`src/inc/diag_pkg.sv`:
```
// Package of constants for the diagnostic indicator and buzzer control block
package diag_pkg;

    // ------------------------------------------------------------------
    // Register bus geometry
    // ------------------------------------------------------------------
    localparam int ADDR_W = 8;                            // Byte offset width
    localparam int DATA_W = 8;                            // Register width
    localparam logic [ADDR_W-1:0] OFF_INDICATOR = 8'h62;  // indicator_blink_control
    localparam logic [ADDR_W-1:0] OFF_SOUNDER   = 8'h63;  // sounder_alarm_control

    // ------------------------------------------------------------------
    // Field layout and reset values
    // ------------------------------------------------------------------
    localparam int BIT_ENABLE  = 0;                       // Enable bit
    localparam int SEL_LO      = 1;                       // Pattern select low bit
    localparam int SEL_HI      = 2;                       // Pattern select high bit
    localparam int CTRL_W      = 3;                       // Implemented bits per register
    localparam logic [CTRL_W-1:0] CTRL_RESET = 3'h0;      // Both registers reset to zero
    localparam logic [DATA_W-1:0] READ_ZERO  = 8'h00;     // Unmapped and reserved read value

    // ------------------------------------------------------------------
    // Pattern select codes (high bit, low bit)
    // ------------------------------------------------------------------
    localparam logic [1:0] PAT_STEADY = 2'h0;             // Steady on / continuous beep
    localparam logic [1:0] PAT_FAST   = 2'h1;             // Fast blink / short beeps
    localparam logic [1:0] PAT_NORMAL = 2'h2;             // Normal blink / normal beeps
    localparam logic [1:0] PAT_LONG   = 2'h3;             // Short blink / long beeps

    // ------------------------------------------------------------------
    // Timing: 10 MHz clock, 1 ms prescaler tick
    // ------------------------------------------------------------------
    localparam int CLK_HZ       = 10_000_000;             // System clock rate
    localparam int TICK_US      = 1000;                   // Tick period in microseconds
    localparam int TICK_CYCLES  = CLK_HZ / 1_000_000 * TICK_US;
    localparam int PRE_W        = 14;                     // Prescaler counter width
    localparam int MS_W         = 11;                     // Millisecond counter width

    // Cadence periods and on-times in milliseconds
    localparam logic [MS_W-1:0] FAST_PERIOD_MS   = 11'd250;
    localparam logic [MS_W-1:0] FAST_ON_MS       = 11'd125;
    localparam logic [MS_W-1:0] NORMAL_PERIOD_MS = 11'd1000;
    localparam logic [MS_W-1:0] NORMAL_ON_MS     = 11'd500;
    localparam logic [MS_W-1:0] SHORT_PERIOD_MS  = 11'd1000;
    localparam logic [MS_W-1:0] SHORT_ON_MS      = 11'd100;
    localparam logic [MS_W-1:0] LONG_PERIOD_MS   = 11'd2000;
    localparam logic [MS_W-1:0] LONG_ON_MS       = 11'd1500;

endpackage : diag_pkg

```
`src/verilog/cadence_gen.sv`:
```
// One pattern generator: turns an enable and a select code into an on/off level
`timescale 1ns/100ps
module cadence_gen
    import diag_pkg::*;
#(
    parameter logic [MS_W-1:0] P_FAST   = FAST_PERIOD_MS,   // Period for code 01
    parameter logic [MS_W-1:0] O_FAST   = FAST_ON_MS,       // On-time for code 01
    parameter logic [MS_W-1:0] P_NORMAL = NORMAL_PERIOD_MS, // Period for code 10
    parameter logic [MS_W-1:0] O_NORMAL = NORMAL_ON_MS,     // On-time for code 10
    parameter logic [MS_W-1:0] P_THIRD  = SHORT_PERIOD_MS,  // Period for code 11
    parameter logic [MS_W-1:0] O_THIRD  = SHORT_ON_MS       // On-time for code 11
)(
    input  wire logic       i_clk,     // System clock
    input  wire logic       i_nrst,    // Synchronous reset, active low
    input  wire logic       i_tick,    // One-cycle 1 ms enable
    input  wire logic       i_enable,  // Pattern enabled
    input  wire logic [1:0] i_select,  // Pattern code
    output logic            o_active   // Registered on/off level
);

    // ------------------------------------------------------------------
    // Phase counter
    // ------------------------------------------------------------------
    logic [MS_W-1:0] phase_q;    // Milliseconds into the current period
    logic [MS_W-1:0] period;     // Selected period
    logic [MS_W-1:0] on_time;    // Selected on-time
    logic [1:0]      select_q;   // Last code, so a change restarts the cadence

    // Period and on-time lookup for the selected code
    always_comb
    begin
        case (i_select)
            PAT_FAST:
            begin
                period  = P_FAST;
                on_time = O_FAST;
            end
            PAT_NORMAL:
            begin
                period  = P_NORMAL;
                on_time = O_NORMAL;
            end
            PAT_LONG:
            begin
                period  = P_THIRD;
                on_time = O_THIRD;
            end
            default:
            begin
                // Steady code: on for the whole period
                period  = P_NORMAL;
                on_time = P_NORMAL;
            end
        endcase
    end

    // Restart at phase zero whenever disabled or the code changes
    always_ff @(posedge i_clk)
    begin
        if (!i_nrst || !i_enable || select_q != i_select)
            phase_q <= '0;
        else if (i_tick)
            phase_q <= (phase_q >= period - 11'd1) ? '0 : phase_q + 11'd1;
    end

    // Code history
    always_ff @(posedge i_clk)
    begin
        if (!i_nrst)
            select_q <= PAT_STEADY;
        else
            select_q <= i_select;
    end

    // Output level: idle while disabled, lit in the first part of each period
    always_ff @(posedge i_clk)
    begin
        if (!i_nrst)
            o_active <= 1'b0;
        else
            o_active <= i_enable && (i_select == PAT_STEADY || phase_q < on_time);
    end

endmodule // cadence_gen

```
`src/verilog/diag_indicator_ctrl.sv`:
```
// Diagnostic indicator and buzzer control block with its register file
//
// The implementer's own choice: the strobed register port.
`timescale 1ns/100ps
module diag_indicator_ctrl
    import diag_pkg::*;
(
    input  wire logic                        i_clk,      // System clock, 10 MHz
    input  wire logic                        i_nrst,     // Synchronous reset, active low
    input  wire logic [diag_pkg::ADDR_W-1:0] i_addr,     // Register byte offset
    input  wire logic [diag_pkg::DATA_W-1:0] i_wdata,    // Write data
    input  wire logic                        i_wr,       // Write strobe
    input  wire logic                        i_rd,       // Read strobe
    output logic      [diag_pkg::DATA_W-1:0] o_rdata,    // Read data, one cycle after strobe
    output logic                             o_led,      // Diagnostic indicator drive
    output logic                             o_buzzer    // Buzzer drive
);
    import diag_pkg::*;

    // ------------------------------------------------------------------
    // Register file
    // ------------------------------------------------------------------
    logic [CTRL_W-1:0] led_ctrl_q;   // indicator_blink_control implemented bits
    logic [CTRL_W-1:0] buz_ctrl_q;   // sounder_alarm_control implemented bits

    // Register write; upper bits are not stored and read back as zero
    always_ff @(posedge i_clk)
    begin
        if (!i_nrst)
        begin
            led_ctrl_q <= CTRL_RESET;
            buz_ctrl_q <= CTRL_RESET;
        end
        else if (i_wr)
        begin
            if (i_addr == OFF_INDICATOR)
                led_ctrl_q <= i_wdata[CTRL_W-1:0];
            if (i_addr == OFF_SOUNDER)
                buz_ctrl_q <= i_wdata[CTRL_W-1:0];
        end
    end

    // Read data stands only in the cycle after the strobe; unmapped reads zero
    always_ff @(posedge i_clk)
    begin
        if (!i_nrst || !i_rd)
            o_rdata <= READ_ZERO;
        else if (i_addr == OFF_INDICATOR)
            o_rdata <= {{(DATA_W-CTRL_W){1'b0}}, led_ctrl_q};
        else if (i_addr == OFF_SOUNDER)
            o_rdata <= {{(DATA_W-CTRL_W){1'b0}}, buz_ctrl_q};
        else
            o_rdata <= READ_ZERO;
    end

    // ------------------------------------------------------------------
    // Millisecond prescaler
    // ------------------------------------------------------------------
    logic [PRE_W-1:0] pre_q;    // Divider count
    logic             tick_q;   // One-cycle 1 ms enable

    // Divider shared by both pattern generators, so they stay in step
    always_ff @(posedge i_clk)
    begin
        if (!i_nrst)
        begin
            pre_q  <= '0;
            tick_q <= 1'b0;
        end
        else if (pre_q == PRE_W'(TICK_CYCLES - 1))
        begin
            pre_q  <= '0;
            tick_q <= 1'b1;
        end
        else
        begin
            pre_q  <= pre_q + 1'b1;
            tick_q <= 1'b0;
        end
    end

    // ------------------------------------------------------------------
    // Pattern generators
    // ------------------------------------------------------------------
    logic led_level;   // Indicator level from its generator
    logic buz_level;   // Buzzer level from its generator

    // Indicator: steady, fast, normal, short blink
    cadence_gen #(
        .P_FAST   (FAST_PERIOD_MS),
        .O_FAST   (FAST_ON_MS),
        .P_NORMAL (NORMAL_PERIOD_MS),
        .O_NORMAL (NORMAL_ON_MS),
        .P_THIRD  (SHORT_PERIOD_MS),
        .O_THIRD  (SHORT_ON_MS)
    ) u_led_gen (
        .i_clk    (i_clk),
        .i_nrst   (i_nrst),
        .i_tick   (tick_q),
        .i_enable (led_ctrl_q[BIT_ENABLE]),
        .i_select (led_ctrl_q[SEL_HI:SEL_LO]),
        .o_active (led_level)
    );

    // Buzzer: continuous, short, normal, long beeps
    cadence_gen #(
        .P_FAST   (FAST_PERIOD_MS),
        .O_FAST   (FAST_ON_MS),
        .P_NORMAL (NORMAL_PERIOD_MS),
        .O_NORMAL (NORMAL_ON_MS),
        .P_THIRD  (LONG_PERIOD_MS),
        .O_THIRD  (LONG_ON_MS)
    ) u_buz_gen (
        .i_clk    (i_clk),
        .i_nrst   (i_nrst),
        .i_tick   (tick_q),
        .i_enable (buz_ctrl_q[BIT_ENABLE]),
        .i_select (buz_ctrl_q[SEL_HI:SEL_LO]),
        .o_active (buz_level)
    );

    // Output flops so the pins come straight from a register
    always_ff @(posedge i_clk)
    begin
        if (!i_nrst)
        begin
            o_led    <= 1'b0;
            o_buzzer <= 1'b0;
        end
        else
        begin
            o_led    <= led_level;
            o_buzzer <= buz_level;
        end
    end

    // ------------------------------------------------------------------
    // Assertions
    // ------------------------------------------------------------------
    a_led_reg_write: assert property (@(posedge i_clk) disable iff (!i_nrst)
        i_wr && i_addr == OFF_INDICATOR |=> led_ctrl_q == $past(i_wdata[CTRL_W-1:0]))
        else $error("indicator register write lost");
    a_buz_reg_write: assert property (@(posedge i_clk) disable iff (!i_nrst)
        i_wr && i_addr == OFF_SOUNDER |=> buz_ctrl_q == $past(i_wdata[CTRL_W-1:0]))
        else $error("sounder register write lost");
    a_read_back: assert property (@(posedge i_clk) disable iff (!i_nrst)
        i_rd && i_addr == OFF_INDICATOR && !i_wr |=> o_rdata == {5'h00, $past(led_ctrl_q)})
        else $error("indicator read data wrong");
    a_led_idle_off: assert property (@(posedge i_clk) disable iff (!i_nrst)
        !led_ctrl_q[BIT_ENABLE] [*3] |-> !o_led)
        else $error("indicator lit while disabled");
    a_led_steady: assert property (@(posedge i_clk) disable iff (!i_nrst)
        (led_ctrl_q == 3'h1) [*3] |-> o_led)
        else $error("steady indicator not lit");
    a_buz_continuous: assert property (@(posedge i_clk) disable iff (!i_nrst)
        (buz_ctrl_q == 3'h1) [*3] |-> o_buzzer)
        else $error("continuous beep not sounding");
    a_buz_idle_off: assert property (@(posedge i_clk) disable iff (!i_nrst)
        !buz_ctrl_q[BIT_ENABLE] [*3] |-> !o_buzzer)
        else $error("buzzer sounding while disabled");
    a_tick_period: assert property (@(posedge i_clk) disable iff (!i_nrst)
        tick_q |=> !tick_q [*8])
        else $error("prescaler tick too frequent");
    a_led_blink_starts_on: assert property (@(posedge i_clk) disable iff (!i_nrst)
        $rose(led_ctrl_q[BIT_ENABLE]) && led_ctrl_q[SEL_HI:SEL_LO] == PAT_FAST |-> ##2 o_led)
        else $error("blink did not start lit");

    // ------------------------------------------------------------------
    // Read port shape
    // ------------------------------------------------------------------
    // Read data must fall back to zero whenever no read was strobed
    a_rdata_idle: assert property (@(posedge i_clk) disable iff (!i_nrst)
        !i_rd |=> o_rdata == READ_ZERO)
        else $error("read data not idle without strobe");
    // Unmapped offsets read as zero
    a_unmapped_read: assert property (@(posedge i_clk) disable iff (!i_nrst)
        i_rd && i_addr != OFF_INDICATOR && i_addr != OFF_SOUNDER |=> o_rdata == READ_ZERO)
        else $error("unmapped read not zero");
    // Sounder register reads back what it holds
    a_sounder_read: assert property (@(posedge i_clk) disable iff (!i_nrst)
        i_rd && i_addr == OFF_SOUNDER && !i_wr |=> o_rdata == {5'h00, $past(buz_ctrl_q)})
        else $error("sounder read data wrong");
    // Bits above the implemented field never show up on the bus
    a_rdata_upper_zero: assert property (@(posedge i_clk) disable iff (!i_nrst)
        o_rdata[DATA_W-1:CTRL_W] == '0)
        else $error("unimplemented read bits set");

    // ------------------------------------------------------------------
    // Register hold
    // ------------------------------------------------------------------
    // A register changes only when its own offset is written
    a_led_reg_hold: assert property (@(posedge i_clk) disable iff (!i_nrst)
        !(i_wr && i_addr == OFF_INDICATOR) |=> $stable(led_ctrl_q))
        else $error("indicator register changed without write");
    a_buz_reg_hold: assert property (@(posedge i_clk) disable iff (!i_nrst)
        !(i_wr && i_addr == OFF_SOUNDER) |=> $stable(buz_ctrl_q))
        else $error("sounder register changed without write");

    // ------------------------------------------------------------------
    // Output path
    // ------------------------------------------------------------------
    // Pins follow their generators by exactly one flop
    a_led_follows_gen: assert property (@(posedge i_clk) disable iff (!i_nrst)
        o_led == $past(led_level))
        else $error("indicator pin does not follow generator");
    a_buz_follows_gen: assert property (@(posedge i_clk) disable iff (!i_nrst)
        o_buzzer == $past(buz_level))
        else $error("buzzer pin does not follow generator");
    // A cadence always opens in its on phase
    a_led_short_starts_on: assert property (@(posedge i_clk) disable iff (!i_nrst)
        $rose(led_ctrl_q[BIT_ENABLE]) && led_ctrl_q[SEL_HI:SEL_LO] == PAT_LONG |-> ##2 o_led)
        else $error("short blink did not start lit");
    a_buz_long_starts_on: assert property (@(posedge i_clk) disable iff (!i_nrst)
        $rose(buz_ctrl_q[BIT_ENABLE]) && buz_ctrl_q[SEL_HI:SEL_LO] == PAT_LONG |-> ##2 o_buzzer)
        else $error("long beep did not start sounding");

    c_led_fast:   cover property (@(posedge i_clk) led_ctrl_q == 3'h3 && $fell(o_led));
    c_buz_steady: cover property (@(posedge i_clk) buz_ctrl_q == 3'h1 && o_buzzer);
    c_buz_long:   cover property (@(posedge i_clk) buz_ctrl_q == 3'h7 && $rose(o_buzzer));
    c_read_sound: cover property (@(posedge i_clk) i_rd && i_addr == OFF_SOUNDER);

endmodule // diag_indicator_ctrl
```
`config.mk`:
```
export PLATFORM = sky130hd
export DESIGN_NAME = diag_indicator_ctrl
export DESIGN_NICKNAME = d
export VERILOG_FILES = /design/src/inc/diag_pkg.sv /design/src/verilog/cadence_gen.sv /design/src/verilog/diag_indicator_ctrl.sv
export SDC_FILE = /design/constraint.sdc
export NUM_CORES = 1
export LEC_CHECK = 0
export ABC_AREA = 1
export BUFFER_PORTS_ARGS = -buffer_cell sky130_fd_sc_hd__buf_2
export CORE_MARGIN = 1.5
export CORE_UTILIZATION = 40
export DETAILED_ROUTE_END_ITERATION = 16
export PLACE_DENSITY = 0.6
export SLEW_MARGIN = 20
export SYNTH_ARGS = -nofsm -noshare
export SYNTH_HDL_FRONTEND = slang
export SYNTH_SLANG_ARGS = --single-unit
```
`constraint.sdc`:
```
create_clock -name i_clk -period 2.8 [get_ports i_clk]
set_input_delay 0.42 -clock i_clk [delete_from_list [all_inputs] [get_ports i_clk]]
set_output_delay 0.42 -clock i_clk [all_outputs]
set_load 0.01 [all_outputs]
```
======== After elaboration in Yosys (flattened, before gate mapping) ========
Cells that the tools add are included.
word-level totals
  register bits ........................... 59
  logic and storage cells ................. 63
  input bits .............................. 20
operators by class
  order comparisons ....................... 4
  muxes and demuxes ....................... 9
  eq/ne operators ......................... 11
  add/sub/neg operators ................... 5
  reduce and logical (&&, ||, !) cells .... 19
  bitwise logic cells ..................... 1
operator list
  operator                                             number
  one-hot mux 11 bit (3 select lines)                  1
  one-hot mux 10 bit (3 select lines)                  1
  adder 11 x 1 -> 11 bit, second input constant        2
  >= comparator 11 bit                                 2
  2-to-1 mux 11 bit                                    2
  one-hot mux 11 bit (2 select lines)                  1
  equality test 8 x 7 -> 1 bit, second input constant  2
  adder 14 x 1 -> 14 bit, second input constant        1
  equality test 14 bit, second input constant          1
  less-than comparator 11 x 10 -> 1 bit                1
  less-than comparator 11 bit                          1
  subtractor 10 x 1 -> 11 bit, second input constant   1
  subtractor 11 x 1 -> 11 bit, second input constant   1
  2-to-1 mux 10 bit                                    1
  equality test 2 bit, second input constant           4
  logical OR 1 bit                                     7
  2-to-1 mux 3 bit                                     2
  equality test 2 x 1 -> 1 bit, second input constant  2
  logical NOT 1 bit                                    4
  logical NOT 2 bit                                    2
  != test 2 bit                                        2
  AND reduction 2 bit                                  2
  OR reduction 2 bit                                   2
  logical AND 1 bit                                    2
  2 further kinds                                      2

======== Logic depth before layout (Yosys ltp) ========
Gate-level depths: netlist of run 1.
  depth after elaboration ................. 5
  depth in mapped cells ................... 14
  mapped depth without buffers ............ 13

======== Hierarchy ========
Synthesis of run 1 repeated with hierarchy kept, for this count alone.
second synthesis, totals
  cells, all modules ...................... 476
  area total of the unflattened synthesis .. 3437.0 sq um
modules (own cells, without submodules)
  module                   instances  cells an instance  sequential area each (sq um)  area an instance (sq um)
  diag_indicator_ctrl      1          198                520.5                         1333.8
  cadence_gen (u_buz_gen)  1          148                280.3                         1147.4
  cadence_gen (u_led_gen)  1          130                280.3                         955.9

======== Worst setup path before layout of run 1 ========
Ideal clock, no wire load.
  path type ............................... reg2reg
  start ................................... register led_ctrl_q[2]
  end ..................................... register u_led_gen.phase_q[4]
  setup time .............................. 0.116 ns
  cell stages (with the launch flop) ...... 12
  path slack .............................. 1.059 ns
  arrival ................................. 1.626 ns
  buffers on the path ..................... 1
  cell sequence ........................... dfxtp_1 inv_1 ha_1 ha_1 nand4_1 nor3_1 nand2_1 nand2_1 nand2_1 nand2_1 buf_6 nor2_1
between the ends
  cells in the longest elaborated chain, start to end .. 5
  elaborated cells between the ends (all ways) .. 7
  classes of those cells .................. add/sub: 1; order compare: 1; eq/ne: 2; mux: 2; reduce/logical: 1
ends and longest elaborated chain
  element                       line                       source
  from (decl)                   diag_indicator_ctrl.sv:23  logic [CTRL_W-1:0] led_ctrl_q;
  from (signal assigned)        diag_indicator_ctrl.sv:37  led_ctrl_q <= i_wdata[CTRL_W-1:0];
  equality test 2 x 1 -> 1 bit  cadence_gen.sv:32          case (i_select)
  2-to-1 mux 10 bit             cadence_gen.sv:32
  subtractor 10 x 1 -> 11 bit   cadence_gen.sv:63          phase_q <= (phase_q >= period - 11'd1) ? '0 : phase_q + 11'd1;
  >= comparator 11 bit          cadence_gen.sv:63
  2-to-1 mux 11 bit             cadence_gen.sv:63
  to (signal assigned)          cadence_gen.sv:63
  to (decl)                     cadence_gen.sv:24          logic [MS_W-1:0] phase_q;
Several ways; a longest one is shown, not always the timed one.
A chain may end at the register's enable or synchronous reset.

======== Worst setup path in the final report of run 1 ========
  start ................................... register led_ctrl_q[1]
  end ..................................... register u_led_gen.phase_q[7]
Same word-level chain as after synthesis.

==> results of run 1 <==
==> registers in the layout, indices dropped and copies added, names as in the netlist <==
name / count
pre_q: 14
u_buz_gen.phase_q: 11
u_led_gen.phase_q: 11
buz_ctrl_q: 3
led_ctrl_q: 3
o_rdata: 3
u_buz_gen.select_q: 2
u_led_gen.select_q: 2
o_buzzer: 1
o_led: 1
tick_q: 1
u_buz_gen.o_active: 1
u_led_gen.o_active: 1
==> kinds of logic (layout without fill, tap and decap cells) <==
group                    count (synthesis)  count (layout)  share of synthesized area (%)
other                                    1               6                          0.120
buffers and inverters                   60              76                           8.59
adder cells (fa/ha/maj)                 35              35                           14.1
AND/OR/NAND/NOR                        204             204                           28.3
XOR/XNOR                                27              27                           7.59
flip-flops                              54              54                           34.7
multiplexers                             1               1                          0.321
AO/OA/AOI/OAI                           39              39                           6.34
==> per-stage QoR <==
| stage | hold WS [ns] | utilization, % |
|---|---|---|
| floorplan | 0.390 | - |
| global placement | 0.401 | 42.8 |
| detailed placement | 0.410 | 42.8 |
| CTS | 0.386 | 44.2 |
| global route | 0.398 | 44.2 |
| finish | 0.389 | 44.2 |
==> cell usage after synthesis (4+ instances only) <==
cell type,count
a21oi_1,28
nor2_2,4
nand4_1,10
inv_1,49
o21ai_0,9
ha_1,35
xor2_1,21
nor3_1,9
nand2_1,78
nor2_1,67
xnor2_1,6
dfxtp_1,54
nand3_1,26
buf_4,6
==> layout make-up <==
class,count,area (µm²),share of cell area [%]
clock inverters,1,30.0,0.888
clock buffers,7,76.3,2.26
flip-flops and latches,54,1080,32.0
multi-input cells,312,1790,52.8
repair buffers,19,95.1,2.81
inverters,49,184,5.44
well taps,102,128,3.77
==> worst min-delay path by stage <==
stage	start	to	slack, ns	cells after the start
floorplan	u_buz_gen.o_active	o_buzzer	0.39	2
global placement	u_buz_gen.o_active	o_buzzer	0.40	2
detailed placement	u_buz_gen.o_active	o_buzzer	0.41	2
CTS	i_wdata[0]	led_ctrl_q[0]	0.39	3
global route	i_rd	o_rdata[0]	0.40	3
finish	i_rd	o_rdata[1]	0.39	3
==> metal layers <==
| metal | share of wire (%) | up-vias |
|---|---|---|
| met2 | 49 | 14 |
| met4 | 0.79 | 0 |
| met5 | 0 | - |
| met3 | 1.5 | 5 |
| met1 | 49 | 1132 |
| li1 | - | 1374 |
==> power by group through the flow <==
| stage | sequential (mW) | clock [mW] | combinational, mW |
|---|---|---|---|
| after CTS | 0.774 | 0.533 | 0.0335 |
| after floorplan | 0.791 | 0 | 0.0248 |
| after global placement | 0.792 | 0 | 0.0331 |
| after detailed placement | 0.792 | 0 | 0.0334 |
| final | 0.774 | 0.518 | 0.0334 |
| after global routing | 0.775 | 0.563 | 0.0400 |
==> worst reg2reg max path: stages, from the launching register on <==
cell and delay [ns]:
dfxtp_1 0.49, ha_1 0.35, inv_1 0.10, ha_1 0.30, nand2_1 0.05, nor3_1 0.18, nand2_1 0.07, nand2_1 0.06
nand2_1 0.04, nand2_1 0.33, nor2_1 0.08
==> flow_summary_export.csv, run 1 <==
group,metric,value,unit
outcome,status,"completed",
setup_path,crit_fanout,11,
sta,slew_headroom,62.6,%
clock_network,cts-root-buf,"clkbuf_8",
die,core,7650,µm²
sta,hold_violations,0,
setup_path,critPathMostFrequentCell,"nand2_1",
clock_network,cts_buffer_depth,2,
global_routing,use_met1,18.3,%
clock_network,cts.repair.resized,0,
synthesis,yosysWarningCount,0,
clock_network,clk_latency,0.30,ns
synthesis,synth_top_cell_area_share,34.7,%
pwr,p_comb_share,2.5,%
clock_network,cts_tree,"yes",
setup_path,cp.required,2.98,ns
min_path,hp-class,"in2reg",
global_routing,grt_pass1_vias,2457,
clock_network,clock_sinks,54,
layout,design_area,3380,µm²
drt,vias,2525,
drt,drt-initial-drc-count,75,
pwr,p_int,1.05,mW
sta,clock.fmax,0.460,GHz
global_routing,grt.met2_usage,27.7,%
setup_path,cp-endpoint,"u_led_gen.phase_q[7]",
synthesis,synth_area_per_cell,7.40,µm²
pwr,total_power,1.33,mW
placement,place_congestion,0.796,
layout,drive_above_1_share,8.14,%
sta,min_period_over_period,77.7,%
clock_network,numCtsBuffers,5,
global_routing,busiest_layer,"met2",
die,initial_core_util,40.8,%
global_routing,grt_pass1_wl,10400,µm
global_routing,grt_max_degree,16,
die,dieArea,8330,µm²
global_routing,grt.total_usage,15.2,%
global_routing,antenna_found_initial,0,
global_routing,overflow,0,
placement,dpl.hpwl,4510,µm
synthesis,synth_seq_area_share,34.7,%
setup_path,r2r-start,"led_ctrl_q[1]",
drt,postRouteWirelength,5810,µm
layout,final_common_cell,"nand2_1",
sta,fin_tns_setup,0,ns
synthesis,syn_area,3120,µm²
sta,fin_ws,0.624,ns
clock_network,path_clk_slew,0.09,ns
setup_path,critical-path-slowest-cell,"dfxtp_1",
clock_network,ctsHtreeMaxLevel,2,
pwr,power_frac_seq,58.4,%
die,die_width,91.3,µm
pwr,switching_share,20.6,%
drt,firstDrtPassIters,4,
setup_path,cpLargestDelayFamily,"simple AND/OR/NAND/NOR gates",
setup_path,critical_path.startpoint_type,"register",
layout,nets,496,
sta,min_period,2.18,ns
synthesis,netlist.top_cell.by_area,"dfxtp_1",
setup_path,r2r_slack,0.62,ns
pwr,leakage,1.45,nW
synthesis,async_flop_share,0,%
sta,finalSetupViolCount,0,
synthesis,ys_top_cells_by_area,"dfxtp_1, ha_1, nand2_1",
setup_path,reg2reg_to,"u_led_gen.phase_q[7]",
global_routing,met3_usage,2.76,%
setup_path,worstSetupStartpoint,"led_ctrl_q[1]",
setup_path,r2r_cells,10,
setup_path,cp.arrival,2.35,ns
setup_path,cp_num_cells,10,
sta,fin_skew,0.0102,ns
pwr,p_clk_share,39.1,%
placement,post-place-ws,0.609,ns
setup_path,critPathCaptureType,"register",
die,pin_count,30,
placement,place_area,3270,µm²
placement,port_buffers,19,
layout,fillers,806,
drt,detail_route.wl_per_cell,10.7,µm
drt,ant_nets,0,
die,die_h,91.3,µm
layout,final_cell_mix,"nand2_1, nor2_1, dfxtp_1",
sta,tightestPinTransition,0.561,ns
synthesis,synth.ff_latch_count,54,
synthesis,synth_flop_cell,"dfxtp_1",
synthesis,syn-instance-count,421,
synthesis,synth.distinct_cells,28,
clock_network,post_cts_buffers,0,
pwr,p_per_area,392,nW/µm²
synthesis,synth_edf_count,0,
run,drv_cap,0,
sta,slew_violations,0,
sta,rsz0062_at_grt,"false",
placement,dp.cells,536,
layout,syn_to_final_growth,8.47,%
pwr,switchingPower,0.273,mW
drt,vias_per_cell,4.64,
layout,diodes,0,
drt,drc,0,
setup_path,slowest_delay,0.49,ns
pwr,ir_worst_vdd,180,µV
clock_network,hold_buffers,0,
layout,final_cells,544,
setup_path,path_cells,"ha_1, inv_1, ha_1, nand2_1, nor3_1, nand2_1, nand2_1, nand2_1, nand2_1, nor2_1",
setup_path,worstPathBufferInverterCount,1,
die,std_cell_rows,32,
setup_path,setup.worst_path.class,"reg2reg",
Power figures use the tool's default switching activity.
==> run 2, diff against run 1 <==
PLACE_DENSITY = 0.62   (was 0.6)
clock period = 1.8 ns   (was 2.8 ns; I/O delays follow)
==> flow_summary_export.csv, run 2 (same netlist as run 1, synthesis figures left out) <==
group,metric,value,unit
outcome,status,"completed",
layout,top_register,"pre_q",
placement,place_area,3430,µm²
sta,min_period,1.79,ns
placement,port_buffers,19,
pwr,ir_worst_vdd,242,µV
pwr,p_per_area,504,nW/µm²
global_routing,antenna_found_initial,0,
placement,post-place-ws,-0.0670,ns
global_routing,grt_max_degree,16,
die,die_h,91.3,µm
global_routing,grt_pass1_vias,2495,
layout,largest_reg_flops,14,
pwr,leakage,1.55,nW
clock_network,cts_buffer_depth,2,
setup_path,cp.arrival,1.99,ns
pwr,switching_share,21.9,%
layout,design_area,3780,µm²
drt,postRouteWirelength,6330,µm
global_routing,grt.total_usage,15.2,%
sta,min_period_over_period,99.3,%
die,die_width,91.3,µm
sta,hold_slack,0.234,ns
sta,hold_violations,0,
drt,drc,0,
run,drv_cap,0,
pwr,power_frac_seq,63.1,%
die,std_cell_rows,32,
sta,fin_skew,0.00958,ns
sta,clock.fmax,0.560,GHz
sta,tightestPinTransition,0.507,ns
drt,drt-initial-drc-count,106,
die,core,7650,µm²
layout,final_cell_mix,"nand2_1, nor2_1, dfxtp_1",
global_routing,grt_pass1_wl,10500,µm
setup_path,critPathCaptureType,"register",
die,dieArea,8330,µm²
pwr,switchingPower,0.417,mW
sta,fin_ws,0.0131,ns
drt,vias_per_cell,4.71,
placement,dpl.hpwl,4700,µm
placement,place_congestion,0.813,
sta,slew_violations,0,
layout,largest_registers,"pre_q: 14 flops, u_buz_gen.phase_q: 11 flops, u_led_gen.phase_q: 11 flops",
layout,multi_input_area,2030,µm²
placement,dp.cells,555,
sta,fin_tns_setup,0,ns
layout,syn_to_final_growth,21.2,%
clock_network,ctsHtreeMaxLevel,2,
setup_path,crit_fanout,4,
clock_network,path_clk_slew,0.10,ns
layout,seqCellArea,1090,µm²
drt,vias,2662,
drt,firstDrtPassIters,4,
setup_path,critical_path.startpoint_type,"register",
pwr,p_int,1.49,mW
global_routing,overflow,0,
die,pin_count,30,
layout,fillers,744,
setup_path,setup.worst_path.class,"reg2reg",
min_path,hp-class,"in2reg",
clock_network,clock_sinks,54,
clock_network,numCtsBuffers,5,
layout,final_core_util,49.4,%
clock_network,cts_tree,"yes",
sta,finalSetupViolCount,0,
layout,diodes,0,
sta,rsz0062_at_grt,"true",
drt,detail_route.wl_per_cell,11.2,µm
clock_network,cts-root-buf,"clkbuf_8",
drt,ant_nets,0,
layout,final_common_cell,"nand2_1",
die,initial_core_util,40.8,%
pwr,p_clk_share,33.9,%
layout,final_cells,565,
pwr,total_power,1.91,mW
sta,slew_headroom,66.0,%
setup_path,cp.required,2.00,ns
layout,nets,518,
pwr,p_comb_share,3.0,%
layout,drive_above_1_share,21.6,%
clock_network,clk_latency,0.30,ns
==> run 2: cell count changes in the layout (fill, tap and decap cells not counted), sizes merged <==
cell / before / now
clkbuf: 7 / 6
clkinvlp: 0 / 1
bufinv: 1 / 0
nand2: 80 / 81
buf: 19 / 40
==> run 2: what timing repair did <==
item	4_1_cts	5_1_grt
setup endpoints to repair	22	23
gates resized for setup	5	49
pin swaps	0	18
gates cloned	0	1
setup buffers	0	2
hold buffers	0	0
==> run 2: final cells by class <==
class	count	area share, %
clock buffer	6	1.92
clock inverter	1	0.199
inverter	49	4.93
multi-input combinational	313	53.6
sequential	54	28.8
tap	102	3.38
timing repair buffer	40	7.12
==> run 2: path summary, 6_finish.rpt <==
path                      start                  to  slack [ns]  cells past startpoint
max               led_ctrl_q[2]  u_led_gen.o_active        0.01                     10
min                        i_rd          o_rdata[0]        0.23                      3
max reg2reg       led_ctrl_q[2]  u_led_gen.o_active        0.01                     10
min reg2reg  u_buz_gen.o_active            o_buzzer        0.42                      2
==> run 2: metal layers <==
metal	part of all wire (%)	vias to the layer above	track usage [%]	wire length [µm]
met5	0	-	0	0
met4	1.9	0	4.43	122
met3	2.4	10	3.10	150
met2	50	26	27.9	3190
met1	45	1210	17.7	2870
li1	-	1416	-	-
==> run 2: power groups by stage <==
| stage | registers, mW | logic (mW) | clock network, mW |
|---|---|---|---|
| final | 1.20 | 0.0568 | 0.647 |
| after detailed placement | 1.23 | 0.0553 | 0 |
| after global placement | 1.23 | 0.0539 | 0 |
| after floorplan | 1.23 | 0.0386 | 0 |
| after global routing | 1.20 | 0.0659 | 0.718 |
| after CTS | 1.20 | 0.0556 | 0.677 |
==> run 2: critical path, cell delays in order (launching register included) <==
cell and delay, ns:
dfxtp_2 0.34, inv_2 0.05, buf_4 0.15, ha_1 0.26, inv_1 0.05, ha_4 0.26
a21oi_1 0.06, nor3_1 0.18, nor2_1 0.07, a21oi_1 0.19, nor2_1 0.07
==> run 3, diff against run 2 <==
CORE_UTILIZATION = 53   (was 40)
PLACE_DENSITY = 0.77   (was 0.62)
REMOVE_ABC_BUFFERS = 1   (was default)
==> flow_summary_export.csv, run 3 (same netlist as run 1, synthesis figures left out) <==
group,metric,value,unit
layout,final_cells,536,
global_routing,grt_pass1_wl,10700,µm
global_routing,antenna_found_initial,0,
die,initial_core_util,55.9,%
clock_network,cts_buffer_depth,2,
sta,fin_skew,0.00678,ns
drt,detail_route.wl_per_cell,13.4,µm
layout,drive_above_1_share,21.3,%
setup_path,critical-path-slowest-cell,"dfxtp_2",
drt,vias_per_cell,5.28,
run,drv_cap,0,
min_path,hp-class,"in2reg",
pwr,p_comb_share,2.9,%
global_routing,grt.total_usage,21.3,%
layout,syn_to_final_growth,20.9,%
setup_path,r2r_cells,9,
pwr,leakage,1.59,nW
pwr,ir_worst_vdd,307,µV
sta,finalSetupViolCount,0,
clock_network,numCtsBuffers,5,
setup_path,cp_num_cells,9,
clock_network,ctsHtreeMaxLevel,2,
drt,firstDrtPassIters,4,
setup_path,crit_fanout,5,
die,die_h,79.7,µm
drt,vias,2832,
sta,clock.fmax,0.559,GHz
setup_path,cp.arrival,2.00,ns
global_routing,overflow,0,
sta,slew_violations,0,
setup_path,cpLargestDelayFamily,"simple AND/OR/NAND/NOR gates",
setup_path,worstPathBufferInverterCount,2,
die,die_width,79.7,µm
setup_path,slowest_delay,0.35,ns
sta,fin_tns_setup,0,ns
setup_path,setup.worst_path.class,"reg2reg",
placement,port_buffers,19,
setup_path,critical_path.startpoint_type,"register",
layout,nets,518,
drt,postRouteWirelength,7190,µm
die,pin_count,30,
layout,largest_registers,"pre_q: 14 flops, u_buz_gen.phase_q: 11 flops, u_led_gen.phase_q: 11 flops",
pwr,switchingPower,0.465,mW
clock_network,clock_sinks,54,
global_routing,grt_max_degree,19,
clock_network,cts-root-buf,"clkbuf_8",
layout,diodes,0,
die,core,5570,µm²
pwr,power_frac_seq,61.1,%
pwr,p_int,1.50,mW
clock_network,hold_buffers,0,
drt,ant_nets,0,
placement,dpl.hpwl,4740,µm
min_path,whs_path_depth,3,
pwr,total_power,1.97,mW
die,std_cell_rows,27,
drt,drt-initial-drc-count,201,
clock_network,cts_tree,"yes",
global_routing,grt_pass1_vias,2480,
setup_path,path_cells,"buf_4, nor2_2, inv_1, ha_1, nand4_1, nor2_1, o21ai_0, nand3_1, a21oi_1",
sta,min_period,1.79,ns
layout,final_cell_mix,"nand2_1, nor2_1, dfxtp_1",
layout,final_common_cell,"nand2_1",
clock_network,clk_latency,0.31,ns
setup_path,cp.required,2.01,ns
sta,tightestPinTransition,0.700,ns
drt,drc,0,
outcome,status,"completed",
sta,min_period_over_period,99.4,%
placement,dp.cells,524,
placement,place_congestion,0.865,
layout,final_core_util,67.6,%
layout,largest_reg_flops,14,
pwr,switching_share,23.6,%
pwr,p_clk_share,36.0,%
layout,fillers,459,
sta,hold_violations,0,
sta,slew_headroom,53.1,%
layout,top_register,"pre_q",
pwr,p_per_area,522,nW/µm²
setup_path,critPathCaptureType,"register",
die,dieArea,6350,µm²
clock_network,path_clk_slew,0.10,ns
==> run 3: metal layers <==
layer | part of all wire [%] | GRT usage (%) | up-vias
met4 | 1.7 | 5.61 | 0
met5 | 0 | 0 | -
met1 | 43 | 28.0 | 1308
met3 | 5.9 | 4.11 | 14
met2 | 49 | 35.6 | 95
li1 | - | - | 1415
==> run 3: per-stage QoR <==
stage	worst slack (ns)	cell area, µm²	hold slack [ns]
3_5_place_dp	-0.0241	3380	0.421
2_1_floorplan	0.00235	3050	0.363
5_1_grt	-0.0952	3770	0.215
6_report	0.0114	3770	0.222
4_1_cts	0.000998	3490	0.213
3_3_place_gp	0.0486	3380	0.424
==> run 3: timing repair <==
| item | CTS | global route |
|---|---|---|
| cloned | 0 | 1 |
| endpoints found under the setup margin | 21 | 23 |
| gates resized for setup | 2 | 52 |
| pin swaps | 0 | 13 |
| setup buffers | 0 | 3 |
| hold endpoints to repair | 0 | 0 |
==> run 3: cell type report <==
cell class	count	area, µm²	area share, %
flip-flops and latches	54	1090	29.0
repair buffers	40	273	7.24
multi-input cells	313	2030	53.9
clock buffers	5	68.8	1.83
inverters	49	189	5.01
well taps	72	90.1	2.39
clock inverters	3	25.0	0.664
==> run 3: worst register-to-register path, delay by kind of cell, from the launching register on <==
family / cells / cell delay, ns
simple gates: 4 / 0.61
flops: 1 / 0.35
fa+ha+maj: 1 / 0.30
buf+inv: 2 / 0.24
compound gates: 2 / 0.19
==> run 3: power by group through the flow <==
stage	Sequential (mW)	Clock, mW	Combinational (mW)
2_1_floorplan	1.23	0	0.0263
3_3_place_gp	1.23	0	0.0537
3_5_place_dp	1.23	0	0.0551
4_1_cts	1.20	0.730	0.0553
5_1_grt	1.20	0.775	0.0672
6_report	1.20	0.708	0.0579
==> run 3: path summary, 6_finish.rpt <==
check                     startpoint                 end  slack, ns
setup / recovery       buz_ctrl_q[1]  u_buz_gen.o_active       0.01
hold / removal                  i_rd          o_rdata[2]       0.22
setup reg to reg       buz_ctrl_q[1]  u_buz_gen.o_active       0.01
hold reg to reg   u_buz_gen.o_active            o_buzzer       0.44
